<file path="src/shared/oef_pkg.sv">
// What this block does
// RULE1 - flag id pin state changes
// RULE2 - run 1 ms timer, flag expiry
// RULE3 - flag line state stable 1 ms, new
// RULE4 - flag bus activity that wakes device
// RULE5 - flag vbus falling below session end
// RULE6 - flag any session end comparator edge
// RULE7 - flag any session valid comparator edge
// RULE8 - hardware sets, write one clears, reset zero
// RULE9 - bits 31..8 and 1 read zero
// RULE10 - flags sticky; set beats clear
// RULE11 - each flag a level output
`default_nettype none

package oef_pkg;

    // clock and timing
    localparam int CLK_PERIOD_NS = 40; // 25 MHz peripheral clock
    localparam int MS_TIME_NS = 1000000; // one millisecond
    // timer period in cycles, rounded up to whole cycles
    localparam int MS_CYCLES = (MS_TIME_NS + CLK_PERIOD_NS - 1) / CLK_PERIOD_NS;

    // register byte offsets
    localparam logic [3:0] OFS_FLAGS = 4'h0; // sticky event flags
    localparam logic [3:0] OFS_MASK = 4'h4; // interrupt mask
    localparam logic [3:0] OFS_CTRL = 4'h8; // control bits
    localparam logic [3:0] OFS_LIVE = 4'hC; // live synchronised pin levels

    // flag bit positions
    localparam int BIT_ID = 7;
    localparam int BIT_MS = 6;
    localparam int BIT_LSTATE = 5;
    localparam int BIT_ACTV = 4;
    localparam int BIT_SESVD = 3;
    localparam int BIT_SESEND = 2;
    localparam int BIT_VBUSVD = 0;

    // implemented flag bits, bit 1 is unimplemented
    localparam logic [7:0] FLAG_IMPL = 8'hFD;
    localparam logic [7:0] FLAGS_RESET = 8'h00;
    localparam logic [7:0] MASK_RESET = 8'h00;

    // control register fields
    localparam int CTRL_TIMER_EN = 0; // run the millisecond timer
    localparam int CTRL_ACT_ARM = 1; // arm wake-up activity detection
    localparam logic [1:0] CTRL_RESET = 2'h0;

    // live pin vector positions
    localparam int PIN_ID = 0;
    localparam int PIN_DP = 1;
    localparam int PIN_DM = 2;
    localparam int PIN_SESS_VALID = 3;
    localparam int PIN_ABOVE_SESS_END = 4;
    localparam int PIN_COUNT = 5;
    localparam logic [1:0] LINE_RESET = 2'h0;

    // register bus answer state
    typedef enum logic [0:0] {
        OEF_BUS_IDLE = 1'b0,
        OEF_BUS_DONE = 1'b1
    } oef_bus_state_t;

endpackage : oef_pkg

`default_nettype wire

</file>
<file path="src/hdl/oef_top.sv">
`timescale 1ns/1ns
`default_nettype none

// usb otg event flag block with avalon-mm register slave
module oef_top #(
    parameter int MS_CYCLES = oef_pkg::MS_CYCLES // shorten in simulation
) (
    input wire logic clk,
    input wire logic rstn,
    // avalon-mm slave
    input wire logic [3:0] avs_address,
    input wire logic avs_read,
    input wire logic avs_write,
    input wire logic [31:0] avs_writedata,
    input wire logic [3:0] avs_byteenable,
    output logic [31:0] avs_readdata,
    output logic avs_waitrequest,
    // usb pins and comparators, asynchronous
    input wire logic usb_id,
    input wire logic usb_dp,
    input wire logic usb_dm,
    input wire logic vbus_sess_valid,
    input wire logic vbus_above_sess_end,
    // flag levels toward interrupt logic
    output logic id_change_flag,
    output logic millisecond_tick_flag,
    output logic line_state_stable_flag,
    output logic bus_activity_wake_flag,
    output logic session_valid_change_flag,
    output logic session_end_change_flag,
    output logic bus_power_valid_change_flag,
    output logic irq
);

    localparam int MSW = $clog2(MS_CYCLES + 1); // counter width
    localparam logic [MSW-1:0] MS_LAST = MSW'(MS_CYCLES - 1); // terminal count

    // register state
    logic [7:0] otg_event_flags; // sticky flags, bit 1 held zero
    logic [7:0] irq_mask; // per-flag interrupt enable
    logic [1:0] ctrl; // timer enable, activity arm
    oef_pkg::oef_bus_state_t bus_state; // answer state of the slave

    // pin capture
    logic [oef_pkg::PIN_COUNT-1:0] pins_async; // raw pin vector
    logic [oef_pkg::PIN_COUNT-1:0] pins; // synchronised levels
    logic [oef_pkg::PIN_COUNT-1:0] pins_prev; // previous synchronised levels

    // event detection
    logic [7:0] set_vec; // hardware set requests this cycle
    logic [7:0] clr_vec; // software clear requests this cycle
    logic [7:0] next_flags; // flag value after this edge
    logic [MSW-1:0] ms_count; // millisecond timer
    logic ms_expire; // timer terminal count this cycle
    logic [MSW-1:0] ls_count; // line stability counter
    logic ls_done; // stability already judged for this state
    logic [1:0] line_recorded; // last stable line state recorded
    logic ls_expire; // line held for the full period now
    logic [1:0] line_now; // d+ and d- synchronised

    // bus decode
    logic bus_req; // a read or write is waiting
    logic bus_commit; // request completes at this edge
    logic wr_flags; // committed write to flag register
    logic wr_mask; // committed write to mask register
    logic wr_ctrl; // committed write to control register
    logic [31:0] next_readdata; // data for the pending read

    assign pins_async = {vbus_above_sess_end, vbus_sess_valid, usb_dm, usb_dp, usb_id};

    // every pin passes two flops before any logic looks at it
    oef_sync #(
        .WIDTH(oef_pkg::PIN_COUNT)
    ) u_pin_sync (
        .clk(clk),
        .rstn(rstn),
        .async_in(pins_async),
        .sync_out(pins)
    );

    // previous levels for edge detection; reset equals sync reset so no
    // false edge appears on release
    always_ff @(posedge clk or negedge rstn)
    begin
        if (!rstn)
        begin
            pins_prev <= '0;
        end
        else
        begin
            pins_prev <= pins;
        end
    end

    assign line_now = {pins[oef_pkg::PIN_DP], pins[oef_pkg::PIN_DM]};

    // millisecond timer, free running while enabled
    always_ff @(posedge clk or negedge rstn)
    begin
        if (!rstn)
        begin
            ms_count <= '0;
        end
        else if (!ctrl[oef_pkg::CTRL_TIMER_EN])
        begin
            // disabled: restart a full period on the next enable
            ms_count <= '0;
        end
        else if (ms_count == MS_LAST)
        begin
            ms_count <= '0; // see RULE2
        end
        else
        begin
            ms_count <= ms_count + MSW'(1);
        end
    end

    assign ms_expire = ctrl[oef_pkg::CTRL_TIMER_EN] && (ms_count == MS_LAST);

    // line stability: count while d+/d- hold, judge once per held state
    always_ff @(posedge clk or negedge rstn)
    begin
        if (!rstn)
        begin
            ls_count <= '0;
            ls_done <= 1'b0;
            line_recorded <= oef_pkg::LINE_RESET;
        end
        else if (line_now != {pins_prev[oef_pkg::PIN_DP], pins_prev[oef_pkg::PIN_DM]})
        begin
            // any movement restarts the window
            ls_count <= '0;
            ls_done <= 1'b0;
        end
        else if (!ls_done)
        begin
            if (ls_count == MS_LAST)
            begin
                ls_done <= 1'b1;
                line_recorded <= line_now; // see RULE3
            end
            else
            begin
                ls_count <= ls_count + MSW'(1);
            end
        end
    end

    // a state equal to the recorded one stays silent even when stable
    assign ls_expire = !ls_done && (ls_count == MS_LAST)
        && (line_now == {pins_prev[oef_pkg::PIN_DP], pins_prev[oef_pkg::PIN_DM]});

    // hardware set requests, one per flag
    always_comb
    begin
        set_vec = 8'h00;
        // id pin moved
        set_vec[oef_pkg::BIT_ID] = pins[oef_pkg::PIN_ID] ^ pins_prev[oef_pkg::PIN_ID]; // see RULE1
        set_vec[oef_pkg::BIT_MS] = ms_expire; // see RULE2
        set_vec[oef_pkg::BIT_LSTATE] = ls_expire && (line_now != line_recorded); // see RULE3
        // armed and any watched line moved
        set_vec[oef_pkg::BIT_ACTV] = ctrl[oef_pkg::CTRL_ACT_ARM] && (pins != pins_prev); // see RULE4
        // vbus fell below session end
        set_vec[oef_pkg::BIT_SESVD] = pins_prev[oef_pkg::PIN_ABOVE_SESS_END]
            && !pins[oef_pkg::PIN_ABOVE_SESS_END]; // see RULE5
        set_vec[oef_pkg::BIT_SESEND] = pins[oef_pkg::PIN_ABOVE_SESS_END]
            ^ pins_prev[oef_pkg::PIN_ABOVE_SESS_END]; // see RULE6
        set_vec[oef_pkg::BIT_VBUSVD] = pins[oef_pkg::PIN_SESS_VALID]
            ^ pins_prev[oef_pkg::PIN_SESS_VALID]; // see RULE7
    end

    // avalon decode; a request completes on its second edge
    assign bus_req = avs_read || avs_write;
    assign bus_commit = bus_req && !avs_waitrequest;
    assign wr_flags = bus_commit && avs_write && (avs_address == oef_pkg::OFS_FLAGS) && avs_byteenable[0];
    assign wr_mask = bus_commit && avs_write && (avs_address == oef_pkg::OFS_MASK) && avs_byteenable[0];
    assign wr_ctrl = bus_commit && avs_write && (avs_address == oef_pkg::OFS_CTRL) && avs_byteenable[0];

    // write one clears, zero leaves the flag alone
    assign clr_vec = wr_flags ? avs_writedata[7:0] : 8'h00; // see RULE8

    // set is or-ed after the clear so a simultaneous event survives
    assign next_flags = ((otg_event_flags & ~clr_vec) | set_vec) & oef_pkg::FLAG_IMPL; // see RULE10

    // sticky flag register
    always_ff @(posedge clk or negedge rstn)
    begin
        if (!rstn)
        begin
            otg_event_flags <= oef_pkg::FLAGS_RESET; // see RULE8
        end
        else
        begin
            otg_event_flags <= next_flags; // see RULE10
        end
    end

    // mask register
    always_ff @(posedge clk or negedge rstn)
    begin
        if (!rstn)
        begin
            irq_mask <= oef_pkg::MASK_RESET;
        end
        else if (wr_mask)
        begin
            irq_mask <= avs_writedata[7:0] & oef_pkg::FLAG_IMPL;
        end
    end

    // control register
    always_ff @(posedge clk or negedge rstn)
    begin
        if (!rstn)
        begin
            ctrl <= oef_pkg::CTRL_RESET;
        end
        else if (wr_ctrl)
        begin
            ctrl <= avs_writedata[1:0];
        end
    end

    // interrupt level, one cycle behind the flags
    always_ff @(posedge clk or negedge rstn)
    begin
        if (!rstn)
        begin
            irq <= 1'b0;
        end
        else
        begin
            irq <= |(otg_event_flags & irq_mask);
        end
    end

    // read mux; unmapped or misaligned reads answer zero
    always_comb
    begin
        next_readdata = 32'h0000_0000;
        case (avs_address)
            oef_pkg::OFS_FLAGS: next_readdata[7:0] = otg_event_flags & oef_pkg::FLAG_IMPL; // see RULE9
            oef_pkg::OFS_MASK: next_readdata[7:0] = irq_mask;
            oef_pkg::OFS_CTRL: next_readdata[1:0] = ctrl;
            oef_pkg::OFS_LIVE: next_readdata[oef_pkg::PIN_COUNT-1:0] = pins;
            default: next_readdata = 32'h0000_0000;
        endcase
    end

    // slave handshake: one wait cycle, then release on the commit edge
    always_ff @(posedge clk or negedge rstn)
    begin
        if (!rstn)
        begin
            bus_state <= oef_pkg::OEF_BUS_IDLE;
            avs_waitrequest <= 1'b1;
            avs_readdata <= 32'h0000_0000;
        end
        else
        begin
            case (bus_state)
                oef_pkg::OEF_BUS_IDLE:
                begin
                    if (bus_req)
                    begin
                        // data captured here stands through the commit edge
                        bus_state <= oef_pkg::OEF_BUS_DONE;
                        avs_waitrequest <= 1'b0;
                        avs_readdata <= avs_read ? next_readdata : 32'h0000_0000;
                    end
                end
                oef_pkg::OEF_BUS_DONE:
                begin
                    // master samples waitrequest low at this edge
                    bus_state <= oef_pkg::OEF_BUS_IDLE;
                    avs_waitrequest <= 1'b1;
                end
                default:
                begin
                    bus_state <= oef_pkg::OEF_BUS_IDLE;
                    avs_waitrequest <= 1'b1;
                end
            endcase
        end
    end

    // flag levels straight from the flag flops
    assign id_change_flag = otg_event_flags[oef_pkg::BIT_ID]; // see RULE11
    assign millisecond_tick_flag = otg_event_flags[oef_pkg::BIT_MS];
    assign line_state_stable_flag = otg_event_flags[oef_pkg::BIT_LSTATE];
    assign bus_activity_wake_flag = otg_event_flags[oef_pkg::BIT_ACTV];
    assign session_valid_change_flag = otg_event_flags[oef_pkg::BIT_SESVD];
    assign session_end_change_flag = otg_event_flags[oef_pkg::BIT_SESEND];
    assign bus_power_valid_change_flag = otg_event_flags[oef_pkg::BIT_VBUSVD];
endmodule : oef_top

`default_nettype wire

</file>
<file path="src/hdl/oef_sync.sv">
`timescale 1ns/1ns
`default_nettype none

// two-stage synchroniser for a vector of asynchronous levels
module oef_sync #(
    parameter int WIDTH = 1
) (
    input wire logic clk,
    input wire logic rstn,
    input wire logic [WIDTH-1:0] async_in,
    output logic [WIDTH-1:0] sync_out
);

    logic [WIDTH-1:0] stage1; // metastable stage, read only by stage two

    // both stages clear on reset; pins are never sampled under reset
    always_ff @(posedge clk or negedge rstn)
    begin
        if (!rstn)
        begin
            stage1 <= '0;
            sync_out <= '0;
        end
        else
        begin
            stage1 <= async_in;
            sync_out <= stage1;
        end
    end

endmodule : oef_sync

`default_nettype wire

</file>
<file path="config.mk">
export PLATFORM = sky130hd
export DESIGN_NAME = oef_top
export DESIGN_NICKNAME = d
export VERILOG_FILES = /design/src/shared/oef_pkg.sv /design/src/hdl/oef_top.sv /design/src/hdl/oef_sync.sv
export SDC_FILE = /design/constraint.sdc
export NUM_CORES = 1
export LEC_CHECK = 0
export BUFFER_PORTS_ARGS = -buffer_cell sky130_fd_sc_hd__buf_4
export CORE_AREA = 5 5 71 121
export CTS_CLUSTER_SIZE = 10
export DETAILED_ROUTE_END_ITERATION = 10
export DIE_AREA = 0 0 76 126
export PLACE_DENSITY = 0.81
export SYNTH_ARGS = -nofsm -noshare
export SYNTH_HDL_FRONTEND = slang
export SYNTH_SLANG_ARGS = --single-unit
</file>
<file path="constraint.sdc">
create_clock -name clk -period 1.67 [get_ports clk]
set_input_delay 0.0835 -clock clk [delete_from_list [all_inputs] [get_ports clk]]
set_output_delay 0.0835 -clock clk [all_outputs]
set_load 0.05 [all_outputs]
</file>
# == After elaboration in Yosys (flattened, before gate mapping) ==
# Index checks and enable logic that the tools add are counted.
# totals
register_bits,99
latch_bits,0
ramBits,0
rom_bits,0
input_bits,49
word_cells,78
n_memories,0
# classes
add_sub_neg,2
multipliers,0
div,0
order_cmp,0
eq_ne,12
shifts,0
mux,17
n_bitwise,10
n_reduce_logical,23
# ops
operator,n
$mux W15,5
$add A15 B1 Y15 const B,2
$eq A15 B15 Y1 const B,2
$and A8 B8 Y8,2
$mux W8,2
$logic_and A1 B1 Y1,14
$pmux W3 S3,1
$eq A4 B4 Y1 const B,2
$not A8 Y8,1
$or A8 B8 Y8,1
$pmux W2 S4,1
$reduce_or A8 Y1,1
$pmux W3 S2,1
$mux W1,5
$ne A5 B5 Y1,1
$eq A4 B3 Y1 const B,1
$logic_not A4 Y1,1
$ne A2 B2 Y1,2
$ne A2 B2 Y1 const B,2
$pmux W1 S2,2
$reduce_and A2 Y1,2
$logic_not A1 Y1,3
$not A1 Y1,3
$reduce_and A3 Y1,1
4 further kinds,6

# == Depth between registers and ports, before layout ==
# Gate-level depths: netlist (run 1).
# logic_depth
ltp_word,9
ltp_mapped,7
depth_no_buf,5

# == Modules after synthesis ==
# From an unflattened synthesis (run 1), not the netlist that was laid out.
# unflattened
cells_unflattened,309
hier_area_um2,3482.1
# modules_own_cells
mod,n_inst,cells_per_inst,area_each_um2,seq_area_each_um2
oef_top,1,299,3231.8,1627.8
oef_sync,1,10,250.2,250.2

# == Least setup slack after synthesis (run 1) ==
# Ideal clock, no wire load.
# synth_path
path_type,reg-to-reg
start,reg ls_count[0]
end,reg line_recorded[0]
setup_time_ns,0.125
t_arrival_ns,1.628
t_required_ns,1.545
path_slack_ns,-0.083
stages_incl_launch_ff,6
period_less_slack_ns,1.753
cell_sequence,dfrtp_1 ha_1 and4_1 nand4_1 or3_4 mux2_4
# synth_between
elab_chain_cells,2
# synth_rtl
element,line_no,rtl
start: declaration,oef_top.sv:55,logic [MSW-1:0] ls_count;
start signal: assignment,oef_top.sv:145,ls_count <= ls_count + MSW'(1);
$eq A15 B15 Y1,oef_top.sv:138,if (ls_count == MS_LAST)
$reduce_and A3 Y1 (no line),-,
end signal: assignment,oef_top.sv:128,line_recorded <= oef_pkg::LINE_RESET;
end signal: assignment,oef_top.sv:141,line_recorded <= line_now;
end: declaration,oef_top.sv:57,logic [1:0] line_recorded;
# Every way passes these cells.
# A chain may end at the register's enable or synchronous reset.

# == Worst setup path in the final report (run 1) ==
# layout_path
start,reg ls_count[9]
end,reg line_recorded[1]
# The elaborated chain is that of the path after synthesis.

==> results of run 1 <==
metal layers:
layer | part of all wire (%) | GRT usage [%] | wire, um
met4 | 3.1 | 8.70 | 230
met1 | 38 | 17.2 | 2840
met2 | 55 | 28.8 | 4110
met5 | 0 | 0 | 0
met3 | 4.5 | 3.93 | 340
final cells by class:
cell class	instances	area share, %
multi-input combinational	222	34.0
tap	88	2.48
inverter	4	0.338
sequential	75	42.3
clock inverter	1	0.113
clock buffer	15	6.48
timing repair buffer	79	14.3
where the power goes:
| group | total, W | switching, W | internal, W |
|---|---|---|---|
| combinational | 0.000665 | 0.000427 | 0.000238 |
| clock | 0.00185 | 0.000682 | 0.00117 |
| sequential | 0.00201 | 0.0000792 | 0.00193 |
repair_timing:
action	CTS	global route
gates resized for setup	2	6
endpoints found under the hold margin	35	0
hold buffers	10	0
endpoints found under the setup margin	3	21
buffers inserted	0	1
pin swaps	0	3
worst max path at each step:
stage / startpoint / endpoint / slack, ns / cells after the start
floorplan: u_pin_sync.sync_out[1]$_DFF_PN0_ / line_recorded[0]$_DFFE_PN0P_ / -0.05 / 5
global placement: ls_count[12]$_DFFE_PN0P_ / line_recorded[0]$_DFFE_PN0P_ / -0.06 / 5
detailed placement: ls_count[12]$_DFFE_PN0P_ / line_recorded[0]$_DFFE_PN0P_ / -0.06 / 5
CTS: ls_count[12]$_DFFE_PN0P_ / line_recorded[0]$_DFFE_PN0P_ / -0.04 / 5
global route: ls_count[9]$_DFFE_PN0P_ / line_recorded[0]$_DFFE_PN0P_ / -0.1 / 5
finish: ls_count[9]$_DFFE_PN0P_ / line_recorded[1]$_DFFE_PN0P_ / -0.02 / 5
flip-flops by register name (all words and copies together) (netlist names):
| register | count |
|---|---|
| ls_count | 15 |
| irq | 1 |
| ctrl | 2 |
| ls_done | 1 |
| avs_readdata | 8 |
| irq_mask | 7 |
| line_recorded | 2 |
| ms_count | 15 |
| bus_state | 1 |
| avs_waitrequest | 1 |
| u_pin_sync.sync_out | 5 |
| pins_prev | 5 |
| otg_event_flags | 7 |
| u_pin_sync.stage1 | 5 |
synthesized netlist by cell type (3+ instances only):
cell / n / area (um2)
or3_1: 4 / 25.0
nand4_1: 13 / 81.3
a22o_1: 6 / 52.6
mux2i_1: 7 / 70.1
nand3b_1: 3 / 22.5
nor2_1: 31 / 116
nor4_1: 5 / 31.3
a21bo_2: 3 / 30.0
a21oi_1: 4 / 20.0
mux2_2: 10 / 113
ha_1: 3 / 37.5
and4_1: 3 / 26.3
xnor2_1: 13 / 114
clkbuf_1: 4 / 15.0
xor2_1: 13 / 114
nand3_1: 12 / 60.1
inv_1: 4 / 15.0
o21ai_0: 10 / 50.1
nand2_1: 22 / 82.6
buf_4: 25 / 188
dfrtp_1: 74 / 1850
metrics by stage:
stage          utilization [%]  hold slack [ns]
2_1_floorplan                -           -0.212
3_3_place_gp              53.3           0.0256
3_5_place_dp              53.3           0.0278
5_1_grt                   59.1          0.00994
4_1_cts                   58.7        0.0000741
6_report                  59.1          0.00973
cells by family (layout without fill, tap and decap cells):
kind of cell / Yosys count / after routing / synth area share [%]
simple gates: 114 / 114 / 17.5
flops: 75 / 75 / 53.7
buf+inv: 36 / 99 / 6.65
compound gates: 35 / 35 / 7.76
xor+xnor: 26 / 26 / 6.51
mux: 20 / 20 / 6.73
fa+ha+maj: 3 / 3 / 1.07
other cells: 1 / 24 / 0.107
worst reg2reg max path, stage by stage (launching register included):
cell	delay [ns]
dfrtp_1	0.38
nor4b_2	0.27
buf_4	0.16
nand4_1	0.09
or3_4	0.37
mux2_4	0.30
==> qor.csv, run 1 <==
metric,value,unit
status,finished with violations,
violations in the final reports,negative setup slack,
number of distinct library cells after synthesis,52,
WS Path Type,register to register,
Worst Min Path Start,avs_writedata[0],
Mapped Cells,310,
initial antenna violation count,0,
Critical Path RT,1.88,ns
dpl cell area,4010,um2
r2r worst-path depth,5,
"commonest non-fill, non-tap cell in the layout",dfrtp_1,
post-detail-place hpwl,5500,um
Critical Path Fanout Max,3,
Leak,2.02,nW
clk buf depth,2,
design area,4440,um2
DRC errors left,0,
power per cell area,1020,nW/um2
Hold Fails Final Rpt,0,
ratio of cells with drive above 1 in the final layout,28.8,%
CTS tree,yes,
drt first pass iters,6,
pre-CTS setup slack,-0.0562,ns
area grow syn2layout,27.0,%
gr ovfl total,0,
"Seq/Total Area, Yosys",53.7,%
Synth warnings,0,
worst reg2reg setup slack,-0.02,ns
worst hold path cell count,2,
Min-Delay Path Class,primary input to register,
multi-input logic area,1510,um2
CTS sink count,75,
Final WS setup,-0.0244,ns
"Slowest-stage cell, CP",dfrtp_1,
first-pass GRT wire length,12400,um
IO Port Bufs,38,
r2r startpoint,ls_count[9]$_DFFE_PN0P_,
max-cap violations,0,
GRT Util Overall,16.2,%
die span in y,126,um
VDD IR-drop max,0.793,mV
gp weighted congestion,0.873,
crit path cell chain,"nor4b_2, buf_4, nand4_1, or3_4, mux2_4",
CP peak stage delay,0.38,ns
RSZ-0062 raised after global routing,yes,
Clock Pin Slew Worst Setup and Hold Paths,0.05,ns
CP top delay family,simple AND/OR/NAND/NOR gates,
Cells after DPL,457,
achievable frequency,0.590,GHz
minimum clock period,1.69,ns
initial core utilization,46.5,%
Die W,76,um
DR vias,2543,
ys async rst share,100,%
Final ANT Viol Nets,0,
worst r2r dst,line_recorded[1]$_DFFE_PN0P_,
maximum number of pins on one net before global-route repair,31,
Critical Path AT,1.91,ns
via/cell ratio,5.25,
clock skew,0.00473,ns
Rows,42,
final WL,7530,um
most frequent cells in the layout,"74 x dfrtp_1, 67 x buf_4, 31 x nor2_1",
# H-tree levels,3,
fin nets,443,
Tightest Pin Transition,0.656,ns
vias in the first global route,2614,
DRC marker count from the first detailed-route iteration,164,
"Setup violations, final",2,
clk_lat worst skew,0.33,ns
CTS root buf,clkbuf_16,
"Cell Area, Synth",3500,um2
# fillers,615,
Layout Cells excl Fill,484,
setup TNS,-0.0481,ns
Slew Limit Fails,0,
Yosys reg bits,75,
# IOs,90,
CTS Buf Count,9,
crit start category,register,
worst hold endpoint,ctrl[0]$_DFFE_PN0P_,
die area,9580,um2
total power,0.00452,W
period utilisation layout,101,%
drt wl/cell,15.5,um
number of synthesized flops with an enable pin,0,
worst path bufs/invs,1,
ys flop type,dfrtp_1,
Seq. cell area,1880,um2
mean post-synth cell area,11.3,um2
Worst slew margin,56.2,%
CP endpoint kind,register,
core area,7510,um2
Inserted Diodes,0,
No activity file was read; power rests on OpenSTA's default activity.
==> run 2: changes to the inputs <==
Settings changed: CORE_AREA 5 5 71 121 to 5 5 87 149, DIE_AREA 0 0 76 126 to 0 0 92 154, PLACE_DENSITY 0.81 to 0.58, SKIP_CTS_REPAIR_TIMING from default to 1.
==> qor.csv, run 2 (synthesis gave the netlist of run 1 again) <==
metric,value,unit
Inserted Diodes,0,
initial core utilization,30.2,%
Final ANT Viol Nets,0,
Worst slew margin,54.4,%
Critical Path AT,1.92,ns
pre-CTS setup slack,-0.0892,ns
worst reg2reg setup slack,-0.03,ns
RSZ-0062 raised after global routing,yes,
Clock Pin Slew Worst Setup and Hold Paths,0.07,ns
area grow syn2layout,29.8,%
Min-Delay Path Class,primary input to register,
crit start category,register,
clk_lat worst skew,0.34,ns
Largest regs,"ls_count: 15 flops, ms_count: 15 flops, avs_readdata: 8 flops",
power per cell area,1030,nW/um2
Slew Limit Fails,0,
Final WS setup,-0.0298,ns
via/cell ratio,4.76,
fin nets,447,
worst hold path cell count,2,
maximum number of pins on one net before global-route repair,36,
gp weighted congestion,0.815,
DRC marker count from the first detailed-route iteration,74,
final WL,7810,um
initial antenna violation count,0,
drt first pass iters,4,
CTS Buf Count,9,
CP endpoint kind,register,
gr ovfl total,0,
GRT Util Overall,11.4,%
max-cap violations,0,
Rows,52,
ratio of cells with drive above 1 in the final layout,30.0,%
# IOs,90,
"Setup violations, final",2,
clock skew,0.00983,ns
first-pass GRT wire length,12600,um
Die W,92,um
Leak,2.03,nW
r2r startpoint,ls_count[9]$_DFFE_PN0P_,
Worst Min Path Start,avs_writedata[5],
CTS root buf,clkbuf_16,
drt wl/cell,14.6,um
# H-tree levels,3,
Cells after DPL,508,
Tightest Pin Transition,0.683,ns
VDD IR-drop max,0.489,mV
minimum clock period,1.70,ns
achievable frequency,0.588,GHz
post-detail-place hpwl,5860,um
die area,14200,um2
die span in y,154,um
CTS tree,yes,
Critical Path RT,1.89,ns
most frequent cells in the layout,"74 x dfrtp_1, 72 x buf_4, 31 x nor2_1",
DR vias,2548,
IO Port Bufs,38,
status,finished with violations,
WS Path Type,register to register,
worst r2r dst,line_recorded[1]$_DFFE_PN0P_,
Hold Fails Final Rpt,0,
vias in the first global route,2543,
violations in the final reports,negative setup slack,
CTS sink count,75,
worst hold endpoint,irq_mask[5]$_DFFE_PN0P_,
DRC errors left,0,
Layout Cells excl Fill,535,
r2r worst-path depth,5,
clk buf depth,2,
"commonest non-fill, non-tap cell in the layout",dfrtp_1,
Critical Path Fanout Max,3,
core area,11600,um2
period utilisation layout,102,%
==> run 2: per-stage QoR <==
step | utilization (%) | setup TNS (ns) | power, W | area (um2) | hold WS [ns]
final | 39.2 | -0.0543 | 0.00467 | 4540 | 0.00372
after global routing | 39.2 | -0.288 | 0.00487 | 4540 | 0.00564
after CTS | 37.9 | -0.229 | 0.00472 | 4390 | -0.303
after detailed placement | 35.3 | -0.174 | 0.00269 | 4090 | 0.0693
after global placement | 35.3 | -0.118 | 0.00268 | 4090 | 0.0646
after floorplan | - | -0.0936 | 0.00249 | 3590 | -0.212
==> run 2: worst max path at each step <==
stage / depth (start not counted) / end / startpoint
global route: 5 / line_recorded[1]$_DFFE_PN0P_ / ls_count[11]$_DFFE_PN0P_
global placement: 5 / line_recorded[1]$_DFFE_PN0P_ / ls_count[12]$_DFFE_PN0P_
detailed placement: 5 / line_recorded[1]$_DFFE_PN0P_ / ls_count[12]$_DFFE_PN0P_
floorplan: 5 / line_recorded[0]$_DFFE_PN0P_ / u_pin_sync.sync_out[1]$_DFF_PN0_
finish: 5 / line_recorded[1]$_DFFE_PN0P_ / ls_count[9]$_DFFE_PN0P_
CTS: 5 / line_recorded[1]$_DFFE_PN0P_ / ls_count[12]$_DFFE_PN0P_
==> run 2: layout make-up <==
cell class / count / area, um2
multi-input combinational: 222 / 1520
inverter: 4 / 15.0
clock buffer: 9 / 225
tap: 135 / 169
fill: 1102 / 7040
timing repair buffer: 83 / 651
sequential: 75 / 1880
clock inverter: 7 / 82.6
==> run 2: metal layers <==
metal / global-route usage [%] / wire length [um] / up-vias / share of wire [%]
met2: 20.5 / 4270 / 61 / 55
li1: - / - / 1221 / -
met5: 0 / 0 / - / 0
met4: 5.53 / 161 / 0 / 2.1
met1: 12.1 / 3060 / 1258 / 39
met3: 2.98 / 321 / 8 / 4.1
==> run 2: report_power, final <==
part,leakage (nW),internal [W],switching (W)
registers,0.964,0.00192,0.0000788
clock network,0.145,0.00118,0.000819
logic,0.916,0.000242,0.000426
==> run 2: worst max-delay path, cell delays in order, from the launching register on <==
cell	delay (ns)
dfrtp_1	0.38
nor4b_2	0.29
buf_4	0.15
nand4_1	0.09
or3_4	0.37
mux2_4	0.31
==> run 3: changes to the inputs <==
Settings changed: BUFFER_PORTS_ARGS -buffer_cell sky130_fd_sc_hd__buf_4 to default, DONT_BUFFER_PORTS from default to 1, PLACE_DENSITY 0.58 to 0.51.
==> qor.csv, run 3 (synthesis gave the netlist of run 1 again) <==
metric,value,unit
fin nets,421,
Worst slew margin,56.6,%
IO Port Bufs,0,
Clock Pin Slew Worst Setup and Hold Paths,0.06,ns
CP peak stage delay,0.39,ns
ratio of cells with drive above 1 in the final layout,24.3,%
gr ovfl total,0,
Tightest Pin Transition,0.650,ns
RSZ-0062 raised after global routing,yes,
Hold Fails Final Rpt,76,
core area,11600,um2
vias in the first global route,2548,
drt first pass iters,4,
DRC errors left,0,
Final WS setup,-0.0287,ns
hold slack,-0.559,ns
status,finished with violations,
area grow syn2layout,24.5,%
WS Path Type,register to register,
post-detail-place hpwl,5590,um
Leak,1.90,nW
Slew Limit Fails,0,
final core utilization,37.6,%
# H-tree levels,3,
initial antenna violation count,0,
multi-input logic area,1520,um2
via/cell ratio,4.85,
Critical Path Fanout Max,3,
minimum clock period,1.70,ns
switching pwr,0.00125,W
max-cap violations,0,
die area,14200,um2
violations in the final reports,"negative hold slack, negative setup slack",
crit path cell chain,"nor4b_2, buf_4, nand4_1, or3_4, mux2_4",
Critical Path RT,1.89,ns
GRT Util Overall,11.4,%
crit start category,register,
power per cell area,1040,nW/um2
CTS root buf,clkbuf_16,
Inserted Diodes,0,
Critical Path AT,1.92,ns
Rows,52,
maximum number of pins on one net before global-route repair,76,
"Slowest-stage cell, CP",dfrtp_1,
Sw Ratio,27.6,%
die span in y,154,um
clk_lat worst skew,0.34,ns
CTS sink count,75,
CP endpoint kind,register,
Flop pwr share,45.6,%
clk buf depth,2,
gp weighted congestion,0.784,
Die W,92,um
CTS Buf Count,9,
Int Pwr,0.00329,W
Comb power frac,11.0,%
"commonest non-fill, non-tap cell in the layout",dfrtp_1,
Seq. cell area,1880,um2
most frequent cells in the layout,"74 x dfrtp_1, 41 x buf_4, 31 x nor2_1",
DRC marker count from the first detailed-route iteration,90,
clock skew,0.00736,ns
VDD IR-drop max,0.388,mV
achievable frequency,0.589,GHz
Layout Cells excl Fill,509,
first-pass GRT wire length,12600,um
Largest regs,"ls_count: 15 flops, ms_count: 15 flops, avs_readdata: 8 flops",
initial core utilization,30.2,%
Clock power frac,43.3,%
CTS tree,yes,
drt wl/cell,15.2,um
period utilisation layout,102,%
setup TNS,-0.0574,ns
DR vias,2469,
Cells after DPL,477,
Min-Delay Path Class,primary input to async pin,
final WL,7760,um
Final ANT Viol Nets,0,
# IOs,90,
"Setup violations, final",2,
# fillers,1150,
-- run 3: path summary, 6_finish.rpt --
check / end / from / slack [ns] / cells after the start
setup / recovery: line_recorded[0]$_DFFE_PN0P_ / ls_count[10]$_DFFE_PN0P_ / -0.03 / 5
hold / removal: ls_count[6]$_DFFE_PN0P_ / rstn / -0.56 / 0
setup reg to reg: line_recorded[0]$_DFFE_PN0P_ / ls_count[10]$_DFFE_PN0P_ / -0.03 / 5
hold reg to reg: u_pin_sync.sync_out[1]$_DFF_PN0_ / u_pin_sync.stage1[1]$_DFF_PN0_ / 0.35 / 0
max in group asynchronous: avs_waitrequest$_DFFE_PN1P_ / rstn / 2.03 / 0
min in group clk: avs_readdata[6]$_DFFE_PN0P_ / avs_address[2] / -0.01 / 2
-- run 3: power by group through the flow --
stage / logic (W) / clock network, W / registers, W
floorplan: 0.000363 / 0 / 0.00213
global placement: 0.000454 / 0 / 0.00211
detailed placement: 0.000458 / 0 / 0.00211
CTS: 0.000461 / 0.00202 / 0.00208
global route: 0.000540 / 0.00209 / 0.00209
finish: 0.000501 / 0.00197 / 0.00207
-- run 3: final cells by class --
class / instances / share of cell area (%)
clock inverter: 7 / 1.75
timing repair buffer: 57 / 10.8
multi-input combinational: 222 / 35.0
tap: 135 / 3.88
sequential: 75 / 43.1
inverter: 4 / 0.345
clock buffer: 9 / 5.17
-- run 3: critical path, delay by kind of cell, from the launching register on --
family | cells | cell delay [ns]
AND/OR/NAND/NOR | 3 | 0.74
flip-flops | 1 | 0.39
multiplexers | 1 | 0.30
buffers and inverters | 1 | 0.16
-- run 3: per-layer routing --
layer  track usage, %  wire length (um)
met5                0                 0
met4             6.38               227
met3             3.77               356
met2             20.7              4170
met1             11.2              3000
-- run 3: metrics by stage --
stage                     setup slack [ns]  area (um2)  hold WS, ns  total power (W)
after floorplan                    -0.0468        3590       -0.212          0.00249
after global placement             -0.0493        3850       -0.209          0.00256
after detailed placement           -0.0711        3850       -0.209          0.00257
after CTS                          -0.0852        4150       -0.573          0.00456
after global routing                -0.136        4360       -0.576          0.00472
final                              -0.0287        4360       -0.559          0.00454
